==> config.mk <==
export PLATFORM = sky130hd
export DESIGN_NAME = sadc_ctrl
export DESIGN_NICKNAME = d
export VERILOG_FILES = /design/src/hw/sadc_pkg.sv /design/src/hw/sadc_ctrl.sv
export VERILOG_INCLUDE_DIRS = /design/src /design/src/hw
export SDC_FILE = /design/constraint.sdc
export NUM_CORES = 1
export LEC_CHECK = 0
export ABC_CLOCK_PERIOD_IN_PS = 5800
export BUFFER_PORTS_ARGS = -buffer_cell sky130_fd_sc_hd__buf_2
export CAP_MARGIN = 40
export CORE_MARGIN = 1.5
export CORE_UTILIZATION = 40
export DETAILED_ROUTE_END_ITERATION = 16
export RECOVER_POWER = 25
export SKIP_LAST_GASP = 1
export SLEW_MARGIN = 40
export SYNTH_ARGS = -nofsm -noshare
export SYNTH_HDL_FRONTEND = slang
export SYNTH_SLANG_ARGS = --single-unit
==> constraint.sdc <==
create_clock -name core_clk -period 5.8 [get_ports core_clk]
set_clock_uncertainty 0.1 [all_clocks]
set_input_delay 0 -clock core_clk [delete_from_list [all_inputs] [get_ports core_clk]]
set_output_delay 0 -clock core_clk [all_outputs]
set_load 0.05 [all_outputs]
==> src/hw/sadc_consts.svh <==
/*
  Constants for the successive-approximation converter control block:
  register offsets, field positions, reset values and timing counts.
  Assumes a 20 MHz core clock that also serves as the instruction clock.
*/
// What this block does
// - Convert selected input to 8-bit unsigned result, supply is the only reference.
// - Divider field picks bit period: /32, /16, /8, internal oscillator /8.
// - Every conversion takes exactly 13 bit periods whatever the divisor.
// - Divider change mid-conversion applies only from the next start.
// - Bit period comes from the instruction clock, or from the internal oscillator in setting 11; nothing converts in sleep.
// - Pin field: 00 none, 01 input two, 10 two+zero, 11 all three.
// - Pin field resets to 11 and acts regardless of enable bit.
// - Digital output is disabled on every pin configured analog.
// - Enabled first comparator output overrides analog input two.
// - Channel field: 00 zero, 01 one, 10 two, 11 internal 0.6V reference.
// - Channel change mid-conversion applies only after completion.
// - Writing start flag begins conversion; hardware clears it on completion.
// - Software clearing start flag aborts at once, keeping resolved bits.
// - Start flag cannot be set while the enable bit is zero.
// - Sleep clears start and enable, sets divider and channel to 11.
// - Reset or wake leaves fields at 11, start and enable at zero.
// - Result holds old value through sampling, cleared when sampling ends.
// - Marker one shifts in from top; nine shifts end the conversion.
// - After abort the marker position shows how many bits were resolved.
// - Enable one powers the converter; zero powers it down.
`ifndef SADC_CONSTS_SVH
`define SADC_CONSTS_SVH

`define SADC_ADDR_CTRL 1'h0
`define SADC_ADDR_RES 1'h1

`define SADC_BIT_EN 0
`define SADC_BIT_GO 1
`define SADC_CTRL_RESET 8'hFC
`define SADC_SLEEP_MASK 8'hFC
`define SADC_SLEEP_SET 8'h3C

`define SADC_DIV_32 8'h20
`define SADC_DIV_16 8'h10
`define SADC_DIV_8 8'h08
`define SADC_PERIODS 4'hD
`define SADC_SAMPLE_PERIODS 4'h4

`endif

==> src/hw/sadc_pkg.sv <==
/*
  Types for the converter control block.
  Assumes sadc_consts.svh is available on the include path.
*/
package sadc_pkg;
  typedef struct packed {
    logic [1:0] pins;
    logic [1:0] div;
    logic [1:0] chan;
    logic go;
    logic en;
  } sadc_ctrl_t;

  typedef enum logic [1:0] {
    SADC_IDLE,
    SADC_SAMPLE,
    SADC_CONVERT
  } sadc_state_t;
endpackage
==> src/hw/sadc_ctrl.sv <==
/*
  Conversion control for an 8-bit successive-approximation converter.
  Assumes the comparator and sampling network sit outside; cmp_result
  is synchronous to core_clk, and sleep_req is a level from the core.
*/
// The register offsets and the strobed register port were chosen for this implementation.
`timescale 1ns/1ps
`include "sadc_consts.svh"

module sadc_ctrl
  import sadc_pkg::*;
(
  input wire logic core_clk,
  input wire logic sys_rst,
  input wire logic addr,
  input wire logic [7:0] wdata,
  input wire logic wr_stb,
  input wire logic rd_stb,
  output logic [7:0] rdata,
  input wire logic sleep_req,
  input wire logic int_osc_tick,
  input wire logic cmp_result,
  input wire logic first_comparator_output_en,
  output logic [2:0] dac_code_valid,
  output logic [7:0] dac_trial,
  output logic sample_en,
  output logic [1:0] mux_chan,
  output logic converter_powered,
  output logic [2:0] analog_pin_mask,
  output logic [2:0] digital_out_disable,
  output logic busy
);

  // ------------------------------------------------------------
  // Control register and bus
  // ------------------------------------------------------------
  sadc_ctrl_t ctrl_q, ctrl_d;
  logic [7:0] result_q, result_d;
  logic [7:0] rdata_q, rdata_d;
  sadc_state_t state_q, state_d;
  logic [1:0] div_lat_q, div_lat_d;
  logic [1:0] chan_lat_q, chan_lat_d;
  logic [7:0] pre_q, pre_d;
  logic [3:0] per_q, per_d;
  logic sleep_q;
  logic tick;
  logic done;
  logic [2:0] bit_idx;
  logic wr_ctrl;
  sadc_ctrl_t wr_val;

  assign wr_ctrl = wr_stb && (addr == `SADC_ADDR_CTRL);
  assign wr_val = sadc_ctrl_t'(wdata);

  always_comb begin
    ctrl_d = ctrl_q;
    if (sleep_req) begin
      // Entering sleep aborts and resets divider and channel
      ctrl_d = sadc_ctrl_t'((ctrl_q & `SADC_SLEEP_MASK) | `SADC_SLEEP_SET);
      ctrl_d.pins = ctrl_q.pins;
      ctrl_d.go = 1'b0;
      ctrl_d.en = 1'b0;
    end else if (!sleep_req && sleep_q) begin
      ctrl_d = sadc_ctrl_t'(`SADC_CTRL_RESET);
    end else begin
      if (wr_ctrl) begin
        ctrl_d = wr_val;
        // Go only sticks when enabled by the same write
        ctrl_d.go = wr_val.go && wr_val.en;
      end
      // Completion outranks a same-cycle write of go
      if (done) begin
        ctrl_d.go = 1'b0;
      end
    end
  end

  always_ff @(posedge core_clk or posedge sys_rst) begin
    if (sys_rst) begin
      ctrl_q <= sadc_ctrl_t'(`SADC_CTRL_RESET);
      sleep_q <= 1'b0;
      rdata_q <= 8'h00;
    end else begin
      ctrl_q <= ctrl_d;
      sleep_q <= sleep_req;
      rdata_q <= rdata_d;
    end
  end

  always_comb begin
    rdata_d = 8'h00;
    if (rd_stb) begin
      rdata_d = (addr == `SADC_ADDR_CTRL) ? 8'(ctrl_q) : result_q;
    end
  end
  assign rdata = rdata_q;

  // ------------------------------------------------------------
  // Bit period generation
  // ------------------------------------------------------------
  logic [7:0] pre_top;
  always_comb begin
    unique case (div_lat_q)
      2'b00: pre_top = `SADC_DIV_32 - 8'h01;
      2'b01: pre_top = `SADC_DIV_16 - 8'h01;
      default: pre_top = `SADC_DIV_8 - 8'h01;
    endcase
  end

  // Internal oscillator setting counts its own ticks, the rest count core clocks
  logic pre_step;
  assign pre_step = (div_lat_q == 2'b11) ? int_osc_tick : 1'b1;
  assign tick = (state_q != SADC_IDLE) && pre_step && (pre_q == pre_top);

  // ------------------------------------------------------------
  // Conversion sequence
  // ------------------------------------------------------------
  always_comb begin
    state_d = state_q;
    div_lat_d = div_lat_q;
    chan_lat_d = chan_lat_q;
    pre_d = pre_q;
    per_d = per_q;
    result_d = result_q;
    done = 1'b0;
    unique case (state_q)
      SADC_IDLE: begin
        if (ctrl_q.go && ctrl_q.en && !sleep_req) begin
          state_d = SADC_SAMPLE;
          div_lat_d = ctrl_q.div;
          chan_lat_d = ctrl_q.chan;
          pre_d = 8'h00;
          per_d = 4'h0;
        end
      end
      SADC_SAMPLE, SADC_CONVERT: begin
        if (pre_step) begin
          pre_d = tick ? 8'h00 : pre_q + 8'h01;
        end
        if (!ctrl_q.go || !ctrl_q.en || sleep_req) begin
          // Abort freezes the result with the decisions made so far
          state_d = SADC_IDLE;
        end else if (tick) begin
          per_d = per_q + 4'h1;
          if (state_q == SADC_SAMPLE && per_q == `SADC_SAMPLE_PERIODS - 4'h1) begin
            // Old result stays readable until sampling closes
            result_d = 8'h00;
            state_d = SADC_CONVERT;
          end else if (state_q == SADC_CONVERT && per_q == `SADC_SAMPLE_PERIODS) begin
            // First shift brings the marker in at the top
            result_d = 8'h80;
          end else if (state_q == SADC_CONVERT) begin
            // Decision replaces the marker, marker moves one bit down
            result_d[bit_idx] = cmp_result;
            if (bit_idx != 3'h0) begin
              result_d[bit_idx - 3'h1] = 1'b1;
            end
          end
          if (per_q == `SADC_PERIODS - 4'h1) begin
            state_d = SADC_IDLE;
            done = 1'b1;
          end
        end
      end
      default: state_d = SADC_IDLE;
    endcase
  end

  // Decisions also land in the shadow word, which with the trial bit drives dac_trial.
  logic [7:0] code_q, code_d;
  assign bit_idx = 3'(4'(`SADC_PERIODS) - 4'h1 - per_q);
  always_comb begin
    code_d = code_q;
    if (state_q == SADC_SAMPLE) begin
      code_d = 8'h00;
    end else if (state_q == SADC_CONVERT && tick && per_q > `SADC_SAMPLE_PERIODS) begin
      code_d[bit_idx] = cmp_result;
    end
  end

  always_ff @(posedge core_clk or posedge sys_rst) begin
    if (sys_rst) begin
      state_q <= SADC_IDLE;
      div_lat_q <= 2'b11;
      chan_lat_q <= 2'b11;
      pre_q <= 8'h00;
      per_q <= 4'h0;
      result_q <= 8'h00;
      code_q <= 8'h00;
    end else begin
      state_q <= state_d;
      div_lat_q <= div_lat_d;
      chan_lat_q <= chan_lat_d;
      pre_q <= pre_d;
      per_q <= per_d;
      result_q <= result_d;
      code_q <= code_d;
    end
  end

  // ------------------------------------------------------------
  // Pin configuration and analog front-end controls
  // ------------------------------------------------------------
  always_comb begin
    unique case (ctrl_q.pins)
      2'b00: analog_pin_mask = 3'b000;
      2'b01: analog_pin_mask = 3'b100;
      2'b10: analog_pin_mask = 3'b101;
      default: analog_pin_mask = 3'b111;
    endcase
    if (first_comparator_output_en) begin
      analog_pin_mask[2] = 1'b0;
    end
  end
  // Independent of the enable bit
  assign digital_out_disable = analog_pin_mask;

  assign converter_powered = ctrl_q.en;
  assign sample_en = (state_q == SADC_SAMPLE);
  assign mux_chan = chan_lat_q;
  assign dac_trial = code_q | ((state_q == SADC_CONVERT) ? (8'h01 << bit_idx) : 8'h00);
  assign dac_code_valid = bit_idx;
  assign busy = ctrl_q.go;

  // ------------------------------------------------------------
  // Checks
  // ------------------------------------------------------------
  // Cycles spent away from idle, so a whole run can be timed
  logic [11:0] run_cnt_q, run_cnt_d;
  logic [11:0] run_len;
  assign run_len = 12'(`SADC_PERIODS) * (12'(pre_top) + 12'h001) - 12'h001;

  always_comb begin
    run_cnt_d = (state_q == SADC_IDLE) ? 12'h000 : run_cnt_q + 12'h001;
  end

  always_ff @(posedge core_clk or posedge sys_rst) begin
    if (sys_rst) begin
      run_cnt_q <= 12'h000;
    end else begin
      run_cnt_q <= run_cnt_d;
    end
  end

  // Control register and register reads
  AST_GO_NEEDS_EN: assert property (
    @(posedge core_clk) disable iff (sys_rst)
    ctrl_q.go |-> ctrl_q.en)
    else $error("go set while disabled");
  AST_EN_WRITE: assert property (
    @(posedge core_clk) disable iff (sys_rst)
    wr_ctrl && !wdata[`SADC_BIT_EN] |=> !busy)
    else $error("go kept after enable cleared");
  AST_SLEEP_DEFAULTS: assert property (
    @(posedge core_clk) disable iff (sys_rst)
    sleep_req && !$past(sleep_req) |=> !ctrl_q.go && !ctrl_q.en && ctrl_q.div == 2'b11
      && ctrl_q.chan == 2'b11 && ctrl_q.pins == $past(ctrl_q.pins))
    else $error("sleep defaults wrong");
  AST_WAKE_DEFAULTS: assert property (
    @(posedge core_clk) disable iff (sys_rst)
    !sleep_req && $past(sleep_req) |=> 8'(ctrl_q) == `SADC_CTRL_RESET)
    else $error("wake defaults wrong");
  AST_RD_CTRL: assert property (
    @(posedge core_clk) disable iff (sys_rst)
    rd_stb && addr == `SADC_ADDR_CTRL |=> rdata == 8'($past(ctrl_q)))
    else $error("control read wrong");
  AST_RD_RES: assert property (
    @(posedge core_clk) disable iff (sys_rst)
    rd_stb && addr == `SADC_ADDR_RES |=> rdata == $past(result_q))
    else $error("result read wrong");

  // Sequencing
  AST_START: assert property (
    @(posedge core_clk) disable iff (sys_rst)
    state_q == SADC_IDLE && ctrl_q.go && !sleep_req |=> state_q == SADC_SAMPLE)
    else $error("go did not start");
  AST_ABORT_IDLE: assert property (
    @(posedge core_clk) disable iff (sys_rst)
    state_q != SADC_IDLE && !ctrl_q.go |=> state_q == SADC_IDLE)
    else $error("abort did not stop");
  AST_SLEEP_STOPS: assert property (
    @(posedge core_clk) disable iff (sys_rst)
    sleep_req |=> state_q == SADC_IDLE && !converter_powered)
    else $error("conversion ran in sleep");
  AST_DONE_CLEARS: assert property (
    @(posedge core_clk) disable iff (sys_rst)
    done |=> !ctrl_q.go)
    else $error("go not cleared on done");
  AST_RUN_LENGTH: assert property (
    @(posedge core_clk) disable iff (sys_rst)
    done && div_lat_q != 2'b11 |-> run_cnt_q == run_len)
    else $error("conversion length wrong");
  AST_PER_BOUND: assert property (
    @(posedge core_clk) disable iff (sys_rst)
    state_q != SADC_IDLE |-> per_q < `SADC_PERIODS)
    else $error("period count overrun");
  AST_PRE_BOUND: assert property (
    @(posedge core_clk) disable iff (sys_rst)
    state_q != SADC_IDLE |-> pre_q <= pre_top)
    else $error("prescaler overrun");
  AST_OSC_STEP: assert property (
    @(posedge core_clk) disable iff (sys_rst)
    state_q != SADC_IDLE && div_lat_q == 2'b11 && !int_osc_tick |=> $stable(pre_q))
    else $error("prescaler moved without oscillator tick");
  AST_DIV_LATCH: assert property (
    @(posedge core_clk) disable iff (sys_rst)
    state_q == SADC_SAMPLE && $past(state_q) == SADC_IDLE |-> div_lat_q == $past(ctrl_q.div))
    else $error("divider not taken at start");
  AST_DIV_HELD: assert property (
    @(posedge core_clk) disable iff (sys_rst)
    state_q != SADC_IDLE && $past(state_q) != SADC_IDLE |-> $stable(div_lat_q))
    else $error("divider changed mid conversion");
  AST_CHAN_LATCH: assert property (
    @(posedge core_clk) disable iff (sys_rst)
    state_q == SADC_SAMPLE && $past(state_q) == SADC_IDLE |-> mux_chan == $past(ctrl_q.chan))
    else $error("channel not taken at start");
  AST_CHAN_HELD: assert property (
    @(posedge core_clk) disable iff (sys_rst)
    state_q != SADC_IDLE && $past(state_q) != SADC_IDLE |-> $stable(mux_chan))
    else $error("channel changed mid conversion");

  // Sampling span and result word
  AST_SAMPLE_SPAN: assert property (
    @(posedge core_clk) disable iff (sys_rst)
    state_q == SADC_SAMPLE |-> per_q < `SADC_SAMPLE_PERIODS)
    else $error("sampling too long");
  AST_RES_HELD: assert property (
    @(posedge core_clk) disable iff (sys_rst)
    state_q == SADC_SAMPLE && $past(state_q) == SADC_SAMPLE |-> $stable(result_q))
    else $error("result changed in sampling");
  AST_RES_CLEARED: assert property (
    @(posedge core_clk) disable iff (sys_rst)
    state_q == SADC_CONVERT && $past(state_q) == SADC_SAMPLE |-> result_q == 8'h00)
    else $error("result not cleared after sampling");
  AST_MARKER_IN: assert property (
    @(posedge core_clk) disable iff (sys_rst)
    state_q == SADC_CONVERT && per_q == 4'h5 && $past(per_q) == 4'h4 |-> result_q == 8'h80)
    else $error("marker not shifted in");
  AST_MARKER_POS: assert property (
    @(posedge core_clk) disable iff (sys_rst)
    state_q == SADC_CONVERT && per_q > `SADC_SAMPLE_PERIODS |-> result_q[bit_idx]
      && (result_q & ((8'h01 << bit_idx) - 8'h01)) == 8'h00)
    else $error("marker out of place");
  AST_TRIAL_MATCH: assert property (
    @(posedge core_clk) disable iff (sys_rst)
    state_q == SADC_CONVERT && per_q > `SADC_SAMPLE_PERIODS |-> dac_trial == result_q)
    else $error("trial code disagrees with result");

  // Pins
  AST_PIN_OVR: assert property (
    @(posedge core_clk) disable iff (sys_rst)
    first_comparator_output_en |-> !analog_pin_mask[2])
    else $error("comparator override lost");
  AST_PIN_TWO: assert property (
    @(posedge core_clk) disable iff (sys_rst)
    ctrl_q.pins != 2'b00 && !first_comparator_output_en |-> analog_pin_mask[2])
    else $error("input two not analog");
  AST_PINS_ALL: assert property (
    @(posedge core_clk) disable iff (sys_rst)
    ctrl_q.pins == 2'b11 && !first_comparator_output_en |-> digital_out_disable == 3'b111)
    else $error("digital output left on analog pin");

  CV_DONE: cover property (@(posedge core_clk) disable iff (sys_rst) done);
  CV_ABORT: cover property (@(posedge core_clk) disable iff (sys_rst)
    state_q == SADC_CONVERT && !ctrl_q.go);
  CV_SLEEP: cover property (@(posedge core_clk) disable iff (sys_rst)
    state_q != SADC_IDLE && sleep_req);
  CV_WAKE: cover property (@(posedge core_clk) disable iff (sys_rst)
    !sleep_req && sleep_q);
  CV_OSC_RUN: cover property (@(posedge core_clk) disable iff (sys_rst)
    done && div_lat_q == 2'b11);

endmodule

==> run summary <==
- finished, violations left — outcome
- capacitance limit, slew limit — failing checks
- 7500 um — Total Wirelength
- 4 — Pre-antenna DRT Iters
- in -> reg — path category of the worst min-delay check
- sky130_fd_sc_hd__dfrtp_1, sky130_fd_sc_hd__buf_2, sky130_fd_sc_hd__nand2_1 — highest-count cells in the layout ignoring fill and taps
- 0 — Remaining Overflow, GRT
- 11 — cts-stage hold buffer count
- 9.22 um2 — average cell area after synthesis
- 62.1% — Tcrit/Tclk final
- inv_1 > ha_1 > xnor2_1 > inv_1 > nor2_1 > a21o_1 > buf_2 — ordered cell list for the critical path
- 0.899 — routability congestion estimate
- 19.4% — global-route usage over all layers
- 0.31 ns — clock latency at the later pin of the worst-skew pair
- 90.3 um — die height
- 31 — FP Rows
- 259 nW/um2 — Cell Pwr Density
- yes — clock tree from TritonCTS
- 0 — number of gates resized after CTS
- 41.6% — effective utilization at floorplan
- 52 — Pins Over Slew Limit
- 0 — number of inserted diodes
- 2542 — vias in the first global route
- per_q[0] — Worst Setup SP
- 0 — number of antenna violations at the first check in global routing
- 474 — fin cells
- 47 — number of placed I/O pins
- 3050 um2 — netlist area before placement
- 8160 um2 — full die area
- reg -> out — classification of the worst setup path
- 0 — Hold Fails Final Rpt
- -86.7% — tightest slew margin relative to the limit
- 51 — number of register bits inferred by synthesis
- 0.0330 ns — hold_ws
- 5 — TritonCTS Buffers
- 5.70 ns — Data required, critical path
- 58 — number of distinct standard cells referenced by the synthesized netlist
- sky130_fd_sc_hd__inv_1 — Top cell by count, worst path
- sky130_fd_sc_hd__dfrtp_1 — slowest library cell on the worst path
- 52 — largest net degree at the start of global routing
- 1.56 nW — LEAKAGE
- 453 — number of placed instances, taps included
- 0.277 GHz — highest attainable clock frequency
- 0 — post-detailed-route count of antenna-violating nets
- 2.80 ns — transition time at the pin with the least slew margin
- 0 ns — sum of negative setup slack
- sky130_fd_sc_hd__dfrtp_1 — most frequent standard cell in the layout excluding fill and tap cells
- 46 — count of port buffers added during placement
- 90.3 um — die outline width
- 15.8 um — Wirelength per Cell
- 42.2% — Seq/Total Area, Yosys
- 0.81 ns — maximum single-stage delay on the critical path
- 0 — DRC
- 703 — number of filler cells placed in the layout
- 331 — Syn Inst Count
- 3.60 ns — minimum period implied by the final worst setup slack
- 47.8% — share of the core filled with cells in the final layout
- 0.000136 V — maximum vdd drop
- buffers and inverters — largest delay contributor family on the critical path
- 0 — Post CTS Setup Buffer Count
- register — Startpoint Class
- 5.43 — ratio of routed vias to standard cells
- 0 — number of synthesis warnings
- 100% — fraction of registers with async set or reset after synthesis
- 14.8% — layout overhead on the synthesized area
- 7330 um2 — area of the placeable core
- 5220 um — half-perimeter wire length of the detailed placement result
- 403 — Final Net Count
- 3 — critical path buffer and inverter count
- no — RSZ-0062 raised after global routing
- sky130_fd_sc_hd__clkbuf_8 — root buf cell
- sky130_fd_sc_hd__dfrtp_1 — commonest register cell after synthesis
- 2 — deepest level of the CTS H-tree
- output pin — type of destination of the critical path
- 12700 um — global-route wire length before repair
- 2 — maximum clock path buffer count
- 2573 — via count
- wdata[7] — launch instance of the worst min-delay path
- 360 — number of nets in the synthesized netlist
- 51 — number of clock sinks seen by CTS
- 0 — EDFF count, synth
- 0 — final-report setup violation count
- 1 — # Max-Cap Violations
- 0.10 ns — Worst-path clk slew
- 0.908 mW — post-layout total power
- per_q[0] — RR Startpoint
- 17.9% — proportion of layout cells with a drive suffix above 1
- 3.50 ns — Data arrival, critical path
- 148 — Starting DRT DRC Count
- 24 — highest net fanout along the worst path
-- flip-flops by register name, indices dropped and copies added (netlist names), 2 cells and up --
register,cells
code_q,8
pre_q,8
rdata,8
result_q,8
ctrl_q,6
per_q,4
div_lat_q,2
mux_chan,2
state_q,2
-- power by group --
group / leakage (nW) / total (mW) / switching (mW) / internal (mW)
Combinational: 0.852 / 0.263 / 0.175 / 0.0882
Clock: 0.0539 / 0.237 / 0.125 / 0.112
Sequential: 0.654 / 0.407 / 0.0264 / 0.381
Total: 1.56 / 0.908 / 0.326 / 0.581
-- per-stage QoR --
| step | setup slack, ns | instance area, um2 |
|---|---|---|
| floorplan | 3.07 | 3050 |
| global placement | 2.67 | 3300 |
| detailed placement | 2.46 | 3300 |
| CTS | 2.27 | 3510 |
| global route | 1.87 | 3500 |
| finish | 2.20 | 3500 |
-- routing by layer --
metal / up-vias / wire (um) / GRT usage (%)
li1: 1274 / - / -
met1: 1216 / 3600 / 26.7
met2: 72 / 3470 / 31.1
met3: 11 / 308 / 3.28
met4: 0 / 119 / 6.08
met5: - / 0 / 0
-- worst register-to-register path, stage by stage, from the launching register on --
cell                      delay (ns)
sky130_fd_sc_hd__dfrtp_1        0.81
sky130_fd_sc_hd__inv_1          0.26
sky130_fd_sc_hd__ha_1           0.39
sky130_fd_sc_hd__xnor2_1        0.57
sky130_fd_sc_hd__inv_1          0.36
sky130_fd_sc_hd__nor2_1         0.38
sky130_fd_sc_hd__nand4_1        0.14
sky130_fd_sc_hd__nor2_1         0.16
sky130_fd_sc_hd__mux2i_1        0.19
-- layout make-up --
cell class	count	area (um2)	area share [%]
Sequential cell	51	1290	36.8
Timing Repair Buffer	61	349	9.96
Inverter	14	52.6	1.50
Clock inverter	1	6.26	0.179
Tap cell	99	124	3.54
Multi-Input combinational cell	241	1590	45.2
Clock buffer	7	97.6	2.79
-- worst paths after layout --
check                                         end  slack (ns)  cells past startpoint
worst max-delay path                 dac_trial[0]        2.20                      7
worst min-delay path                    ctrl_q[7]        0.03                      5
worst max register to register          code_q[3]        2.38                      8
worst min register to register  converter_powered        0.40                      1
max in group asynchronous                per_q[2]        2.82                      4
min in group asynchronous             result_q[1]        1.19                      4
-- cells in the mapped netlist (all sizes together), types with 4 or more instances --
cell / number / area share (%)
dfrtp: 41 / 34
nand2: 31 / 3.8
nor2: 27 / 3.3
a21oi: 18 / 3.0
mux2i: 16 / 5.3
o21ai: 15 / 2.5
inv: 14 / 1.7
buf: 13 / 2.6
nand3: 13 / 2.1
clkbuf: 12 / 1.5
ha: 12 / 4.9
nor2b: 12 / 2.5
dfstp: 10 / 8.6
nor3: 9 / 1.5
a31o: 7 / 2.0
nand2b: 7 / 1.4
a31oi: 6 / 1.2
nand4: 6 / 1.2
mux2: 5 / 1.8
o22a: 5 / 1.4
o31ai: 5 / 1.2
a21o: 4 / 0.98
-- logic make-up (layout without fill, tap and decap cells) --
family                   Yosys count  count (layout)  share of synthesized area (%)
multiplexers                      21              21                           7.10
AND/OR/NAND/NOR                  128             128                           21.9
AO/OA/AOI/OAI                     78              78                           17.4
XOR/XNOR                           2               2                          0.574
flip-flops                        51              51                           42.2
buffers and inverters             39              83                           5.78
adder cells (fa/ha/maj)           12              12                           4.92
Power figures use the tool's default switching activity.
